<file path="config.mk">
export PLATFORM = sky130hd
export DESIGN_NAME = gpap_port
export DESIGN_NICKNAME = d
export VERILOG_FILES = /design/src/shared/gpap_pkg.sv /design/src/rtl/gpap_port.sv
export SDC_FILE = /design/constraint.sdc
export NUM_CORES = 1
export LEC_CHECK = 0
export BUFFER_PORTS_ARGS = -buffer_cell sky130_fd_sc_hd__buf_2
export CAP_MARGIN = 20
export CELL_PAD_IN_SITES_DETAIL_PLACEMENT = 1
export CELL_PAD_IN_SITES_GLOBAL_PLACEMENT = 1
export CORE_ASPECT_RATIO = 1.75
export CORE_UTILIZATION = 41
export DETAILED_ROUTE_END_ITERATION = 8
export PLACE_DENSITY_LB_ADDON = 0.1
export SYNTH_ARGS = -nofsm -noshare
export SYNTH_HDL_FRONTEND = slang
export SYNTH_SLANG_ARGS = --single-unit
</file>
<file path="constraint.sdc">
create_clock -name clk_i -period 3.69 [get_ports clk_i]
set_clock_uncertainty 0.1 [all_clocks]
set_input_delay 0.369 -clock clk_i [delete_from_list [all_inputs] [get_ports clk_i]]
set_output_delay 0.369 -clock clk_i [all_outputs]
set_load 0.03 [all_outputs]
</file>
<file path="src/shared/gpap_pkg.sv">
// Constants shared by the GPIO alternate function port.
// Assumes a 20 MHz core clock and a simple strobe register port.
package gpap_pkg;

    localparam int          NUM_PINS   = 11;
    localparam int          ADDR_W     = 8;
    localparam int          DATA_W     = 32;

    // Register byte offsets.
    localparam logic [7:0]  OFS_FUNC   = 8'h00;
    localparam logic [7:0]  OFS_DIR    = 8'h04;
    localparam logic [7:0]  OFS_DATA   = 8'h08;

    // Values after reset: every pin is a general purpose input.
    localparam logic [10:0] RST_FUNC   = 11'h000;
    localparam logic [10:0] RST_DIR    = 11'h000;
    localparam logic [10:0] RST_LATCH  = 11'h000;

    // Pins whose alternate function drives, and pins whose alternate function listens.
    localparam logic [10:0] ALT_OUT    = 11'h683;
    localparam logic [10:0] ALT_IN     = 11'h01C;
    localparam int          IRQ0_PIN   = 2;

    // Least input sampling interval.
    localparam int          CLK_NS     = 50;
    localparam int          SAMPLE_NS  = 128;
    localparam int          SAMPLE_CYC = (SAMPLE_NS + CLK_NS - 1) / CLK_NS;
    localparam logic [1:0]  SAMPLE_LAST = 2'(SAMPLE_CYC - 1);

    typedef enum logic [1:0] {
        MODE_IN,
        MODE_OUT,
        MODE_ALT
    } gpap_mode_e;

endpackage

</file>
<file path="src/rtl/gpap_port.sv">
// GPIO block with per-pin input, output or alternate function.
// Assumes pins are asynchronous and core-side alternate signals share clk_i.
//
// Operation
// Eleven pins, each configured on its own.
// Fixed alternate function assigned to each pin; pins 5, 6 and 8 have none here and stay undriven in alternate mode.
// Reset leaves all pins as inputs.
// Inputs synchronised, sampled at most every 128 ns.
// General purpose pins hold alternate logic inactive.
// Each pin owns one bit per register.
// Function and direction bits decode pin mode.
// Input mode captures pin level into data.
// Data reads return sampled level, any mode.
// Output mode drives the data latch value.
// Alternate mode gives pin to alternate logic.
// Three registers sit in upstream configuration space.
// Data writes go to separate output latch.
//
// The address-and-strobe port and the address map were chosen for this implementation.
`timescale 1ns/10ps

module gpap_port (
    // Clock and reset.
    input  wire logic        clk_i,
    input  wire logic        rst_i,
    // Register port.
    input  wire logic [7:0]  reg_addr_i,
    input  wire logic [31:0] reg_wdata_i,
    input  wire logic        reg_wr_i,
    input  wire logic        reg_rd_i,
    output logic      [31:0] reg_rdata_o,
    // Pins.
    input  wire logic [10:0] pin_i,
    output logic      [10:0] pin_o,
    output logic      [10:0] pin_oe_o,
    // Alternate function sources from the core.
    input  wire logic        port2_reset_out_n_i,
    input  wire logic        port3_reset_out_n_i,
    input  wire logic        port4_reset_out_n_i,
    input  wire logic        port5_reset_out_n_i,
    input  wire logic        general_event_out_n_i,
    // Alternate function inputs toward the core.
    output logic      [2:0]  expander_irq_n_o
);

    ////////////////////////////////////////////////////////////////////////////////
    // Mode decode.

    function automatic gpap_pkg::gpap_mode_e pin_mode(input logic func, input logic dir);
        if (func) begin
            return gpap_pkg::MODE_ALT;
        end
        else if (dir) begin
            return gpap_pkg::MODE_OUT;
        end
        return gpap_pkg::MODE_IN;
    endfunction

    ////////////////////////////////////////////////////////////////////////////////
    // Registers.

    logic [10:0] pin_function_select;
    logic [10:0] pin_direction_config;
    logic [10:0] out_latch;
    logic [10:0] pin_data_value;
    logic [10:0] sync1;
    logic [10:0] sync2;
    logic [1:0]  sample_cnt;
    wire  [2:0]  next_irq_n;
    wire  [10:0] next_pin_o;
    wire  [10:0] next_pin_oe;
    logic [10:0] alt_val;
    logic [31:0] next_rdata;

    wire         hit_func   = reg_addr_i == gpap_pkg::OFS_FUNC;
    wire         hit_dir    = reg_addr_i == gpap_pkg::OFS_DIR;
    wire         hit_data   = reg_addr_i == gpap_pkg::OFS_DATA;
    wire         sample_en  = sample_cnt == gpap_pkg::SAMPLE_LAST;
    wire  [10:0] wdata_pins = reg_wdata_i[10:0];

    // Upper bits read as zero; an unmapped address reads as zero.
    assign next_rdata = hit_func ? {21'h000000, pin_function_select} :
                        hit_dir  ? {21'h000000, pin_direction_config} :
                        hit_data ? {21'h000000, pin_data_value} :
                        32'h00000000;

    always_ff @(posedge clk_i) begin
        if (rst_i) begin
            pin_function_select  <= gpap_pkg::RST_FUNC;
            pin_direction_config <= gpap_pkg::RST_DIR;
            out_latch            <= gpap_pkg::RST_LATCH;
            reg_rdata_o          <= 32'h00000000;
        end
        else begin
            if (reg_wr_i && hit_func) begin
                pin_function_select <= wdata_pins;
            end
            if (reg_wr_i && hit_dir) begin
                pin_direction_config <= wdata_pins;
            end
            if (reg_wr_i && hit_data) begin
                out_latch <= wdata_pins;
            end
            reg_rdata_o <= reg_rd_i ? next_rdata : 32'h00000000;
        end
    end

    ////////////////////////////////////////////////////////////////////////////////
    // Input synchroniser and slow sampler.
    // Sampling every pin in every mode lets software read back what is really on the wire.

    always_ff @(posedge clk_i) begin
        if (rst_i) begin
            sync1          <= 11'h000;
            sync2          <= 11'h000;
            sample_cnt     <= 2'h0;
            pin_data_value <= 11'h000;
        end
        else begin
            sync1      <= pin_i;
            sync2      <= sync1;
            sample_cnt <= sample_en ? 2'h0 : sample_cnt + 2'h1;
            if (sample_en) begin
                pin_data_value <= sync2;
            end
        end
    end

    ////////////////////////////////////////////////////////////////////////////////
    // Pin drivers.

    assign alt_val = {port5_reset_out_n_i, port3_reset_out_n_i, 1'b1,
                      general_event_out_n_i, 5'h1F,
                      port4_reset_out_n_i, port2_reset_out_n_i};

    genvar g;
    generate
        for (g = 0; g < gpap_pkg::NUM_PINS; g++) begin : g_pin
            gpap_pkg::gpap_mode_e mode;
            assign mode = pin_mode(pin_function_select[g], pin_direction_config[g]);
            // Pins with no alternate output stay undriven in alternate mode.
            assign next_pin_oe[g] = (mode == gpap_pkg::MODE_OUT) ||
                                    (mode == gpap_pkg::MODE_ALT && gpap_pkg::ALT_OUT[g]);
            assign next_pin_o[g]  = (mode == gpap_pkg::MODE_ALT) ? alt_val[g] : out_latch[g];
        end
        for (g = 0; g < 3; g++) begin : g_irq
            // An unselected interrupt reads as inactive so the expander logic sees no event.
            assign next_irq_n[g] = pin_function_select[gpap_pkg::IRQ0_PIN + g] ?
                                   sync2[gpap_pkg::IRQ0_PIN + g] : 1'b1;
        end
    endgenerate

    always_ff @(posedge clk_i) begin
        if (rst_i) begin
            pin_o            <= 11'h000;
            pin_oe_o         <= 11'h000;
            expander_irq_n_o <= 3'h7;
        end
        else begin
            pin_o            <= next_pin_o;
            pin_oe_o         <= next_pin_oe;
            expander_irq_n_o <= next_irq_n;
        end
    end
endmodule

</file>
# == After elaboration in Yosys (flattened, before gate mapping) ==
# Index checks and enable logic that the tools add are counted.
# word_totals
reg_bits,125
inputBits,60
output_inout_bits,57
elab_cells,128
# op_classes
addsub,1
n_eq_ne,25
muxes,69
bitwise,4
n_reduce_logical,15
# op_table
op,n
two-way mux 2 bit,33
two-way mux 1 bit,33
two-way mux 11 bit,3
equality test 2 bit (second input constant),12
equality test 2 x 1 -> 1 bit (second input constant),11
OR reduction 2 bit,5
equality test 8 x 3 -> 1 bit (second input constant),1
equality test 8 x 4 -> 1 bit (second input constant),1
zero test 8 bit,1
logical OR 1 bit,5
inverter 1 bit,4
OR reduction 4 bit,1
logical AND 1 bit,3
adder 2 x 1 -> 2 bit (second input constant),1

# == Longest topological paths before layout ==
# Gate-level depths: netlist of run 1.
# logic_depth
word_depth,5
ltp_mapped,6
mapped_depth_nobuf,4

# == Worst setup path after synthesis of run 1 ==
# No wires, ideal clock.
# synth_path
kind,reg-to-reg
from,register sample_cnt[0]
to,register pin_data_value[10]
setup_ps,128
arrival_time_ps,1165
t_required_ps,3462
slack_ps,2298
path_stages_with_launch,7
path_buffers,2
period_less_slack_ps,1392
path_cell_list,dfxtp_1 -> inv_1 -> ha_1 -> clkbuf_1 -> buf_2 -> mux2i_1 -> nor2_1
# synth_between
elab_chain_len,1
# synth_rtl
element,line_no,rtl
from (decl),gpap_port.sv:68,logic [1:0] sample_cnt;
from (signal assigned),gpap_port.sv:122,sample_cnt <= sample_en ? 2'h0 : sample_cnt + 2'h1;
equality test 2 bit,gpap_port.sv:78,wire sample_en = sample_cnt == gpap_pkg::SAMPLE_LAST;
to (signal assigned),gpap_port.sv:124,pin_data_value <= sync2;
to (decl),gpap_port.sv:65,logic [10:0] pin_data_value;
# No other way between the ends.
# A chain may end at the register's enable or synchronous reset.

# == Worst setup path in the final report of run 1 ==
# layout_path
from,input port reg_addr_i[3]
to,register out_latch[3]
# layout_between
elab_chain_len,2
# layout_rtl
element,line_no,rtl
from (decl),gpap_port.sv:27,"input wire logic [7:0] reg_addr_i,"
equality test 8 x 4 -> 1 bit,gpap_port.sv:77,wire hit_data = reg_addr_i == gpap_pkg::OFS_DATA;
logical AND 1 bit,gpap_port.sv:101,if (reg_wr_i && hit_data) begin
to (signal assigned),gpap_port.sv:91,out_latch <= gpap_pkg::RST_LATCH;
to (signal assigned),gpap_port.sv:102,out_latch <= wdata_pins;
to (decl),gpap_port.sv:64,logic [10:0] out_latch;
# No other way between the ends.

==> impl_metrics.prom, run 1 <==
# TYPE chip_impl_metric gauge
chip_impl_info{name="outcome",value="finished, final reports clean"} 1
chip_impl_metric{name="rr_worst_depth",unit=""} 4
chip_impl_metric{name="irDropWorstVdd",unit="V"} 0.000338
chip_impl_info{name="critical_path.cell_chain",value="buf_2 -> nor2b_1 -> buf_4 -> nand4_1 -> mux2i_1"} 1
chip_impl_metric{name="std_cell_rows",unit=""} 45
chip_impl_info{name="netlist_top_cells_area",value="sky130_fd_sc_hd__dfxtp_1 (55%), sky130_fd_sc_hd__mux2i_1 (16%), sky130_fd_sc_hd__nand2b_1 (7.3%)"} 1
chip_impl_metric{name="starting_density",unit="%"} 42.8
chip_impl_metric{name="syn2layout_area_growth",unit="%"} 18.8
chip_impl_metric{name="worstPathMaxFanout",unit=""} 14
chip_impl_metric{name="whs",unit="ns"} 0.132
chip_impl_metric{name="maxClockFrequency",unit="MHz"} 465
chip_impl_metric{name="antennaDiodeCount",unit=""} 0
chip_impl_metric{name="setup_viol_count_final",unit=""} 0
chip_impl_metric{name="power.combinational.fraction",unit="%"} 5.8
chip_impl_metric{name="via_per_inst",unit=""} 4.61
chip_impl_info{name="tritoncts_clock_tree",value="yes"} 1
chip_impl_metric{name="design_area",unit="mm2"} 0.00447
chip_impl_metric{name="number_of_gates_resized_after_cts",unit=""} 0
chip_impl_metric{name="cp_slowest_stage_delay",unit="ns"} 0.85
chip_impl_metric{name="power_per_cell_area",unit="mW/mm2"} 526
chip_impl_metric{name="placeableCoreArea",unit="mm2"} 0.00878
chip_impl_metric{name="tns",unit="ns"} 0
chip_impl_metric{name="grt_overflow_total",unit=""} 0
chip_impl_metric{name="drt.antenna.violating_nets",unit=""} 0
chip_impl_info{name="r2r-start",value="sample_cnt[0]"} 1
chip_impl_metric{name="placed_area",unit="mm2"} 0.00413
chip_impl_metric{name="initial_antenna_violation_count",unit=""} 0
chip_impl_metric{name="hold_depth",unit=""} 2
chip_impl_info{name="most_common_library_cell_in_the_layout_ignoring_fill_and_taps",value="sky130_fd_sc_hd__dfxtp_1"} 1
chip_impl_metric{name="post_drt_wl_per_cell",unit="um"} 13.6
chip_impl_metric{name="clk_pin_slew",unit="ns"} 0.06
chip_impl_metric{name="netlist.area_leader.share",unit="%"} 55.4
chip_impl_metric{name="drt_pass1_iterations",unit=""} 4
chip_impl_metric{name="die_w",unit="um"} 74.4
chip_impl_metric{name="postCtsHoldBufs",unit=""} 0
chip_impl_metric{name="post_synth_inst_count",unit=""} 353
chip_impl_metric{name="cts.repair_timing.setup_buffer_count",unit=""} 0
chip_impl_metric{name="chipHeight",unit="um"} 129
chip_impl_info{name="worst-setup-path-type",value="input pin to flop"} 1
chip_impl_metric{name="swShare",unit="%"} 20.2
chip_impl_metric{name="timing.slew.headroom",unit="%"} 28.8
chip_impl_info{name="critical_path.startpoint_type",value="input pin"} 1
chip_impl_metric{name="drt_drc_violations_left",unit=""} 0
chip_impl_info{name="worstSetupEndpointType",value="flop"} 1
chip_impl_info{name="cpMaxStageDelayCell",value="sky130_fd_sc_hd__nand4_1"} 1
chip_impl_metric{name="vias",unit=""} 2496
chip_impl_metric{name="fin_crit_sh",unit="%"} 58.3
chip_impl_info{name="hold_end",value="sync1[10]"} 1
chip_impl_metric{name="num_cts_buffers",unit=""} 9
chip_impl_metric{name="yosysSeqAreaShare",unit="%"} 55.4
chip_impl_metric{name="clkPwrFrac",unit="%"} 45.2
chip_impl_info{name="r2r_endpoint",value="pin_data_value[6]"} 1
chip_impl_metric{name="grt_pass1_wl",unit="mm"} 11.6
chip_impl_metric{name="post_dp_hpwl",unit="mm"} 5.08
chip_impl_metric{name="largest_net_degree_at_the_start_of_global_routing",unit=""} 54
chip_impl_metric{name="dr.first_iter.drc_count",unit=""} 94
chip_impl_metric{name="flip_flop_and_latch_count_after_synthesis",unit=""} 104
chip_impl_metric{name="leakage",unit="nW"} 2.11
chip_impl_metric{name="floorplan_die_area",unit="mm2"} 0.00957
chip_impl_info{name="min-delay-start",value="pin_i[10]"} 1
chip_impl_metric{name="port_buffers",unit=""} 74
chip_impl_info{name="most_frequent_cells_in_the_layout",value="sky130_fd_sc_hd__dfxtp_1 (104), sky130_fd_sc_hd__buf_2 (74), sky130_fd_sc_hd__mux2i_1 (60)"} 1
chip_impl_metric{name="finalCriticalPeriod",unit="ns"} 2.15
chip_impl_metric{name="num_io_pins",unit=""} 117
chip_impl_metric{name="layout-drive-gt1-share",unit="%"} 22.1
chip_impl_metric{name="nNetsFinal",unit=""} 482
chip_impl_metric{name="post_synth_num_cell_types",unit=""} 17
chip_impl_metric{name="finalHoldViolCount",unit=""} 0
chip_impl_metric{name="timing.max_cap.violations",unit=""} 0
chip_impl_metric{name="synth_warnings",unit=""} 0
chip_impl_metric{name="power_frac_seq",unit="%"} 48.9
chip_impl_metric{name="globalplace.congestion",unit=""} 0.697
chip_impl_info{name="synth_top_cell_by_area",value="sky130_fd_sc_hd__dfxtp_1"} 1
chip_impl_metric{name="routed_wirelength",unit="mm"} 7.36
chip_impl_metric{name="cts.path.max_buffers",unit=""} 2
chip_impl_metric{name="cp.required",unit="ns"} 3.84
chip_impl_metric{name="synth.avg_cell_area",unit="um2"} 10.6
chip_impl_info{name="cts-root-buf",value="sky130_fd_sc_hd__clkbuf_16"} 1
chip_impl_metric{name="r2r_slack",unit="ns"} 2.13
chip_impl_metric{name="internal_power",unit="mW"} 1.87
chip_impl_metric{name="htree_levels",unit=""} 3
chip_impl_metric{name="critical_path_at",unit="ns"} 2.30
chip_impl_metric{name="numClockSinks",unit=""} 104
chip_impl_info{name="rsz0062_at_grt",value="no"} 1
chip_impl_metric{name="timing_max_transition_violations_final",unit=""} 0
chip_impl_metric{name="number_of_global_route_vias_before_repair",unit=""} 2380
chip_impl_metric{name="timing_worst_slew_pin_value",unit="ns"} 1.07
chip_impl_metric{name="groute.usage.overall",unit="%"} 16.4
chip_impl_metric{name="netlist_area",unit="mm2"} 0.00376
chip_impl_metric{name="clock_insertion_delay_worst_skew",unit="ns"} 0.34
chip_impl_metric{name="total_switching_power",unit="mW"} 0.475
chip_impl_info{name="worstHoldPathType",value="input pin to flop"} 1
==> per-stage QoR <==
| stage | power, mW | utilization (%) | worst slack, ns | cells |
|---|---|---|---|---|
| after global placement | 1.31 | 47.0 | 1.26 | 527 |
| after detailed placement | 1.31 | 47.0 | 1.17 | 527 |
| after global routing | 2.43 | 50.9 | 1.41 | 542 |
| after floorplan | 1.29 | - | 2.30 | 373 |
| after CTS | 2.37 | 50.9 | 1.52 | 542 |
| final | 2.35 | 50.9 | 1.54 | 542 |
==> layer usage <==
layer	track usage [%]	routed length [um]	vias up
met5	0	0	-
met4	7.66	137	0
met3	3.99	287	11
met2	27.0	3630	65
met1	19.5	3310	1177
li1	-	-	1243
==> power groups by stage <==
stage | registers [mW] | logic [mW] | clock network, mW
2_1_floorplan | 1.17 | 0.118 | 0
3_3_place_gp | 1.17 | 0.135 | 0
3_5_place_dp | 1.17 | 0.138 | 0
4_1_cts | 1.15 | 0.138 | 1.09
5_1_grt | 1.15 | 0.150 | 1.13
6_report | 1.15 | 0.137 | 1.06
==> critical path: cells and delay by family <==
kind	cells	cell delay [ns]
buffers and inverters	2	0.46
multiplexers	1	0.43
AND/OR/NAND/NOR	2	1.02
==> cell usage after synthesis, drive strengths merged <==
cell       n
mux2i     60
clkbuf    14
a2bb2oi   11
inv        1
nor2b     24
ha         1
or2        3
nand4b     1
nor2      57
nor3       2
dfxtp    104
nand4      3
conb       1
nand2b    44
buf       26
nor4       1
==> sequential cells by signal, summed over array words and instances (netlist names) <==
| register | count |
|---|---|
| sync1 | 11 |
| pin_oe_o | 11 |
| sync2 | 11 |
| pin_data_value | 11 |
| out_latch | 11 |
| pin_direction_config | 11 |
| expander_irq_n_o | 3 |
| pin_o | 11 |
| pin_function_select | 11 |
| sample_cnt | 2 |
| reg_rdata_o | 11 |
==> layout make-up <==
class | instances | area (um2)
fillers | 1034 | 4320
flip-flops and latches | 104 | 2080
multi-input cells | 228 | 1510
repair buffers | 77 | 393
clock buffers | 12 | 246
well taps | 117 | 146
clock inverters | 3 | 90.1
inverters | 1 | 3.75
==> how the worst max path moves through the flow <==
stage,startpoint,endpoint,slack (ns),cells past startpoint
6_report,reg_addr_i[3],out_latch[3],1.54,5
5_1_grt,reg_addr_i[3],out_latch[3],1.41,5
4_1_cts,reg_addr_i[3],out_latch[3],1.52,5
3_5_place_dp,reg_addr_i[3],out_latch[10],1.17,5
3_3_place_gp,reg_addr_i[3],out_latch[2],1.26,5
2_1_floorplan,sample_cnt[0],pin_data_value[10],2.30,6
==> cells by family after synthesis <==
| family | synth area share (%) |
|---|---|
| muxes | 16.0 |
| and+or+nand+nor | 19.1 |
| adders and majority gates | 0.333 |
| buffers and inverters | 6.56 |
| other | 0.0998 |
| AOI/OAI and AO/OA | 2.56 |
| DFF | 55.4 |
No activity file was read; power rests on OpenSTA's default activity.
==> run 2: changes to the inputs <==
--- a/config.mk
+++ b/config.mk
@@ -10,7 +10,7 @@
 export CELL_PAD_IN_SITES_DETAIL_PLACEMENT = 1
 export CELL_PAD_IN_SITES_GLOBAL_PLACEMENT = 1
 export CORE_ASPECT_RATIO = 1.75
-export CORE_UTILIZATION = 41
+export CORE_UTILIZATION = 34
 export DETAILED_ROUTE_END_ITERATION = 8
 export PLACE_DENSITY_LB_ADDON = 0.1
 export SYNTH_ARGS = -nofsm -noshare
==> constraint.sdc (replaced) <==
create_clock -name clk_i -period 1.9 [get_ports clk_i]
set_clock_uncertainty 0.1 [all_clocks]
set_input_delay 0.19 -clock clk_i [delete_from_list [all_inputs] [get_ports clk_i]]
set_output_delay 0.19 -clock clk_i [all_outputs]
set_load 0.03 [all_outputs]
==> impl_metrics.prom, run 2 (same netlist as run 1, synthesis figures left out) <==
# TYPE chip_impl_metric gauge
chip_impl_metric{name="power_per_cell_area",unit="mW/mm2"} 962
chip_impl_metric{name="numClockSinks",unit=""} 104
chip_impl_metric{name="via_per_inst",unit=""} 4.41
chip_impl_metric{name="groute.usage.overall",unit="%"} 15.0
chip_impl_metric{name="setup_viol_count_final",unit=""} 0
chip_impl_metric{name="initial_antenna_violation_count",unit=""} 0
chip_impl_metric{name="drt_drc_violations_left",unit=""} 0
chip_impl_metric{name="num_cts_buffers",unit=""} 9
chip_impl_metric{name="design_area",unit="mm2"} 0.00469
chip_impl_metric{name="post_drt_wl_per_cell",unit="um"} 13.6
chip_impl_info{name="worstHoldPathType",value="input pin to flop"} 1
chip_impl_metric{name="clk_pin_slew",unit="ns"} 0.07
chip_impl_metric{name="routed_wirelength",unit="mm"} 7.84
chip_impl_metric{name="globalplace.congestion",unit=""} 0.702
chip_impl_info{name="cts-root-buf",value="sky130_fd_sc_hd__clkbuf_16"} 1
chip_impl_metric{name="whs",unit="ns"} 0.0569
chip_impl_metric{name="antennaDiodeCount",unit=""} 0
chip_impl_metric{name="irDropWorstVdd",unit="V"} 0.000791
chip_impl_metric{name="num_io_pins",unit=""} 117
chip_impl_info{name="worst-setup-path-type",value="flop to flop"} 1
chip_impl_metric{name="grt_overflow_total",unit=""} 0
chip_impl_metric{name="placed_area",unit="mm2"} 0.00421
chip_impl_metric{name="timing_max_transition_violations_final",unit=""} 0
chip_impl_metric{name="drt.antenna.violating_nets",unit=""} 0
chip_impl_info{name="crit_path_start",value="sample_cnt[0]"} 1
chip_impl_metric{name="finalCriticalPeriod",unit="ns"} 1.40
chip_impl_metric{name="finalHoldViolCount",unit=""} 0
chip_impl_metric{name="timing.max_cap.violations",unit=""} 0
chip_impl_metric{name="number_of_global_route_vias_before_repair",unit=""} 2591
chip_impl_metric{name="dr.first_iter.drc_count",unit=""} 62
chip_impl_metric{name="std_cell_rows",unit=""} 50
chip_impl_metric{name="chipHeight",unit="um"} 141
chip_impl_metric{name="syn2layout_area_growth",unit="%"} 24.9
chip_impl_metric{name="largest_net_degree_at_the_start_of_global_routing",unit=""} 54
chip_impl_metric{name="clock_insertion_delay_worst_skew",unit="ns"} 0.35
chip_impl_metric{name="tns",unit="ns"} 0
chip_impl_metric{name="port_buffers",unit=""} 74
chip_impl_metric{name="leakage",unit="nW"} 2.21
chip_impl_metric{name="fin_crit_sh",unit="%"} 73.8
chip_impl_metric{name="starting_density",unit="%"} 35.1
chip_impl_info{name="worstSetupEndpointType",value="flop"} 1
chip_impl_metric{name="maxClockFrequency",unit="MHz"} 713
chip_impl_metric{name="worstPathMaxFanout",unit=""} 9
chip_impl_metric{name="cts.repair_timing.setup_buffer_count",unit=""} 0
chip_impl_metric{name="floorplan_die_area",unit="mm2"} 0.0115
chip_impl_metric{name="htree_levels",unit=""} 3
chip_impl_info{name="critical_path.startpoint_type",value="flop"} 1
chip_impl_info{name="tritoncts_clock_tree",value="yes"} 1
chip_impl_metric{name="drt_pass1_iterations",unit=""} 4
chip_impl_metric{name="placeableCoreArea",unit="mm2"} 0.0107
chip_impl_info{name="min-delay-start",value="reg_wdata_i[6]"} 1
chip_impl_metric{name="nNetsFinal",unit=""} 505
chip_impl_info{name="r2r-start",value="sample_cnt[0]"} 1
chip_impl_metric{name="cp.required",unit="ns"} 2.02
chip_impl_metric{name="critical_path_at",unit="ns"} 1.52
chip_impl_info{name="rsz0062_at_grt",value="no"} 1
chip_impl_metric{name="layout-drive-gt1-share",unit="%"} 22.8
chip_impl_metric{name="post_dp_hpwl",unit="mm"} 5.52
chip_impl_info{name="most_common_library_cell_in_the_layout_ignoring_fill_and_taps",value="sky130_fd_sc_hd__dfxtp_1"} 1
chip_impl_metric{name="die_w",unit="um"} 81.5
chip_impl_metric{name="cts.path.max_buffers",unit=""} 2
chip_impl_metric{name="vias",unit=""} 2548
chip_impl_info{name="outcome",value="finished, final reports clean"} 1
chip_impl_metric{name="final_core_density",unit="%"} 43.9
chip_impl_info{name="most_frequent_cells_in_the_layout",value="sky130_fd_sc_hd__dfxtp_1 (104), sky130_fd_sc_hd__buf_2 (74), sky130_fd_sc_hd__mux2i_1 (60)"} 1
chip_impl_metric{name="grt_pass1_wl",unit="mm"} 12.8
chip_impl_metric{name="number_of_gates_resized_after_cts",unit=""} 0
chip_impl_metric{name="p_total",unit="mW"} 4.52
run 2: cell types whose count changed in the layout (fill, tap and decap cells not counted), sizes merged:
cell	before	now
dlygate4sd3	0	16
buf	77	84
bufinv	3	2
clkinv	0	1
run 2: final timing paths:
kind / endpoint / slack [ns] / depth (start not counted)
worst min register to register: sample_cnt[0] / 0.33 / 1
worst max-delay path: pin_data_value[9] / 0.50 / 5
worst min-delay path: pin_function_select[6] / 0.06 / 3
worst max register to register: pin_data_value[9] / 0.50 / 5
run 2: what timing repair did:
item | in CTS | in global routing
endpoints found under the setup margin | 0 | 0
hold buffers | 16 | 0
endpoints found under the hold margin | 16 | 0
run 2: metrics by stage:
stage	setup WS, ns	cells
CTS	0.463	578
global placement	0.442	547
floorplan	0.508	373
detailed placement	0.394	547
global route	0.384	578
finish	0.498	578
run 2: report_power, final:
part | internal (mW) | total (mW) | switching (mW)
clock | 1.22 | 1.98 | 0.768
combinational | 0.134 | 0.302 | 0.168
sequential | 2.22 | 2.23 | 0.0124
run 2: metal layers:
metal | global-route usage (%) | share of wire, % | wire [um] | vias up
met2 | 25.4 | 51 | 4020 | 56
met3 | 3.56 | 3.7 | 290 | 14
met4 | 7.61 | 2.5 | 194 | 0
met5 | 0 | 0 | 0 | -
met1 | 17.0 | 43 | 3340 | 1191
li1 | - | - | - | 1287
run 2: layout make-up:
cell class                      instances  area (um2)
Sequential cell                       104        2080
Timing Repair Buffer                  100         618
Multi-Input combinational cell        228        1510
Clock inverter                          3        65.1
Fill cell                            1232        6000
Inverter                                1        3.75
Tap cell                              130         163
Clock buffer                           12         256
run 2: worst max-delay path: stages (launching register included):
cell	delay [ns]
sky130_fd_sc_hd__dfxtp_1	0.31
sky130_fd_sc_hd__inv_1	0.05
sky130_fd_sc_hd__ha_1	0.30
sky130_fd_sc_hd__buf_4	0.26
sky130_fd_sc_hd__mux2i_1	0.20
sky130_fd_sc_hd__nor2_1	0.05
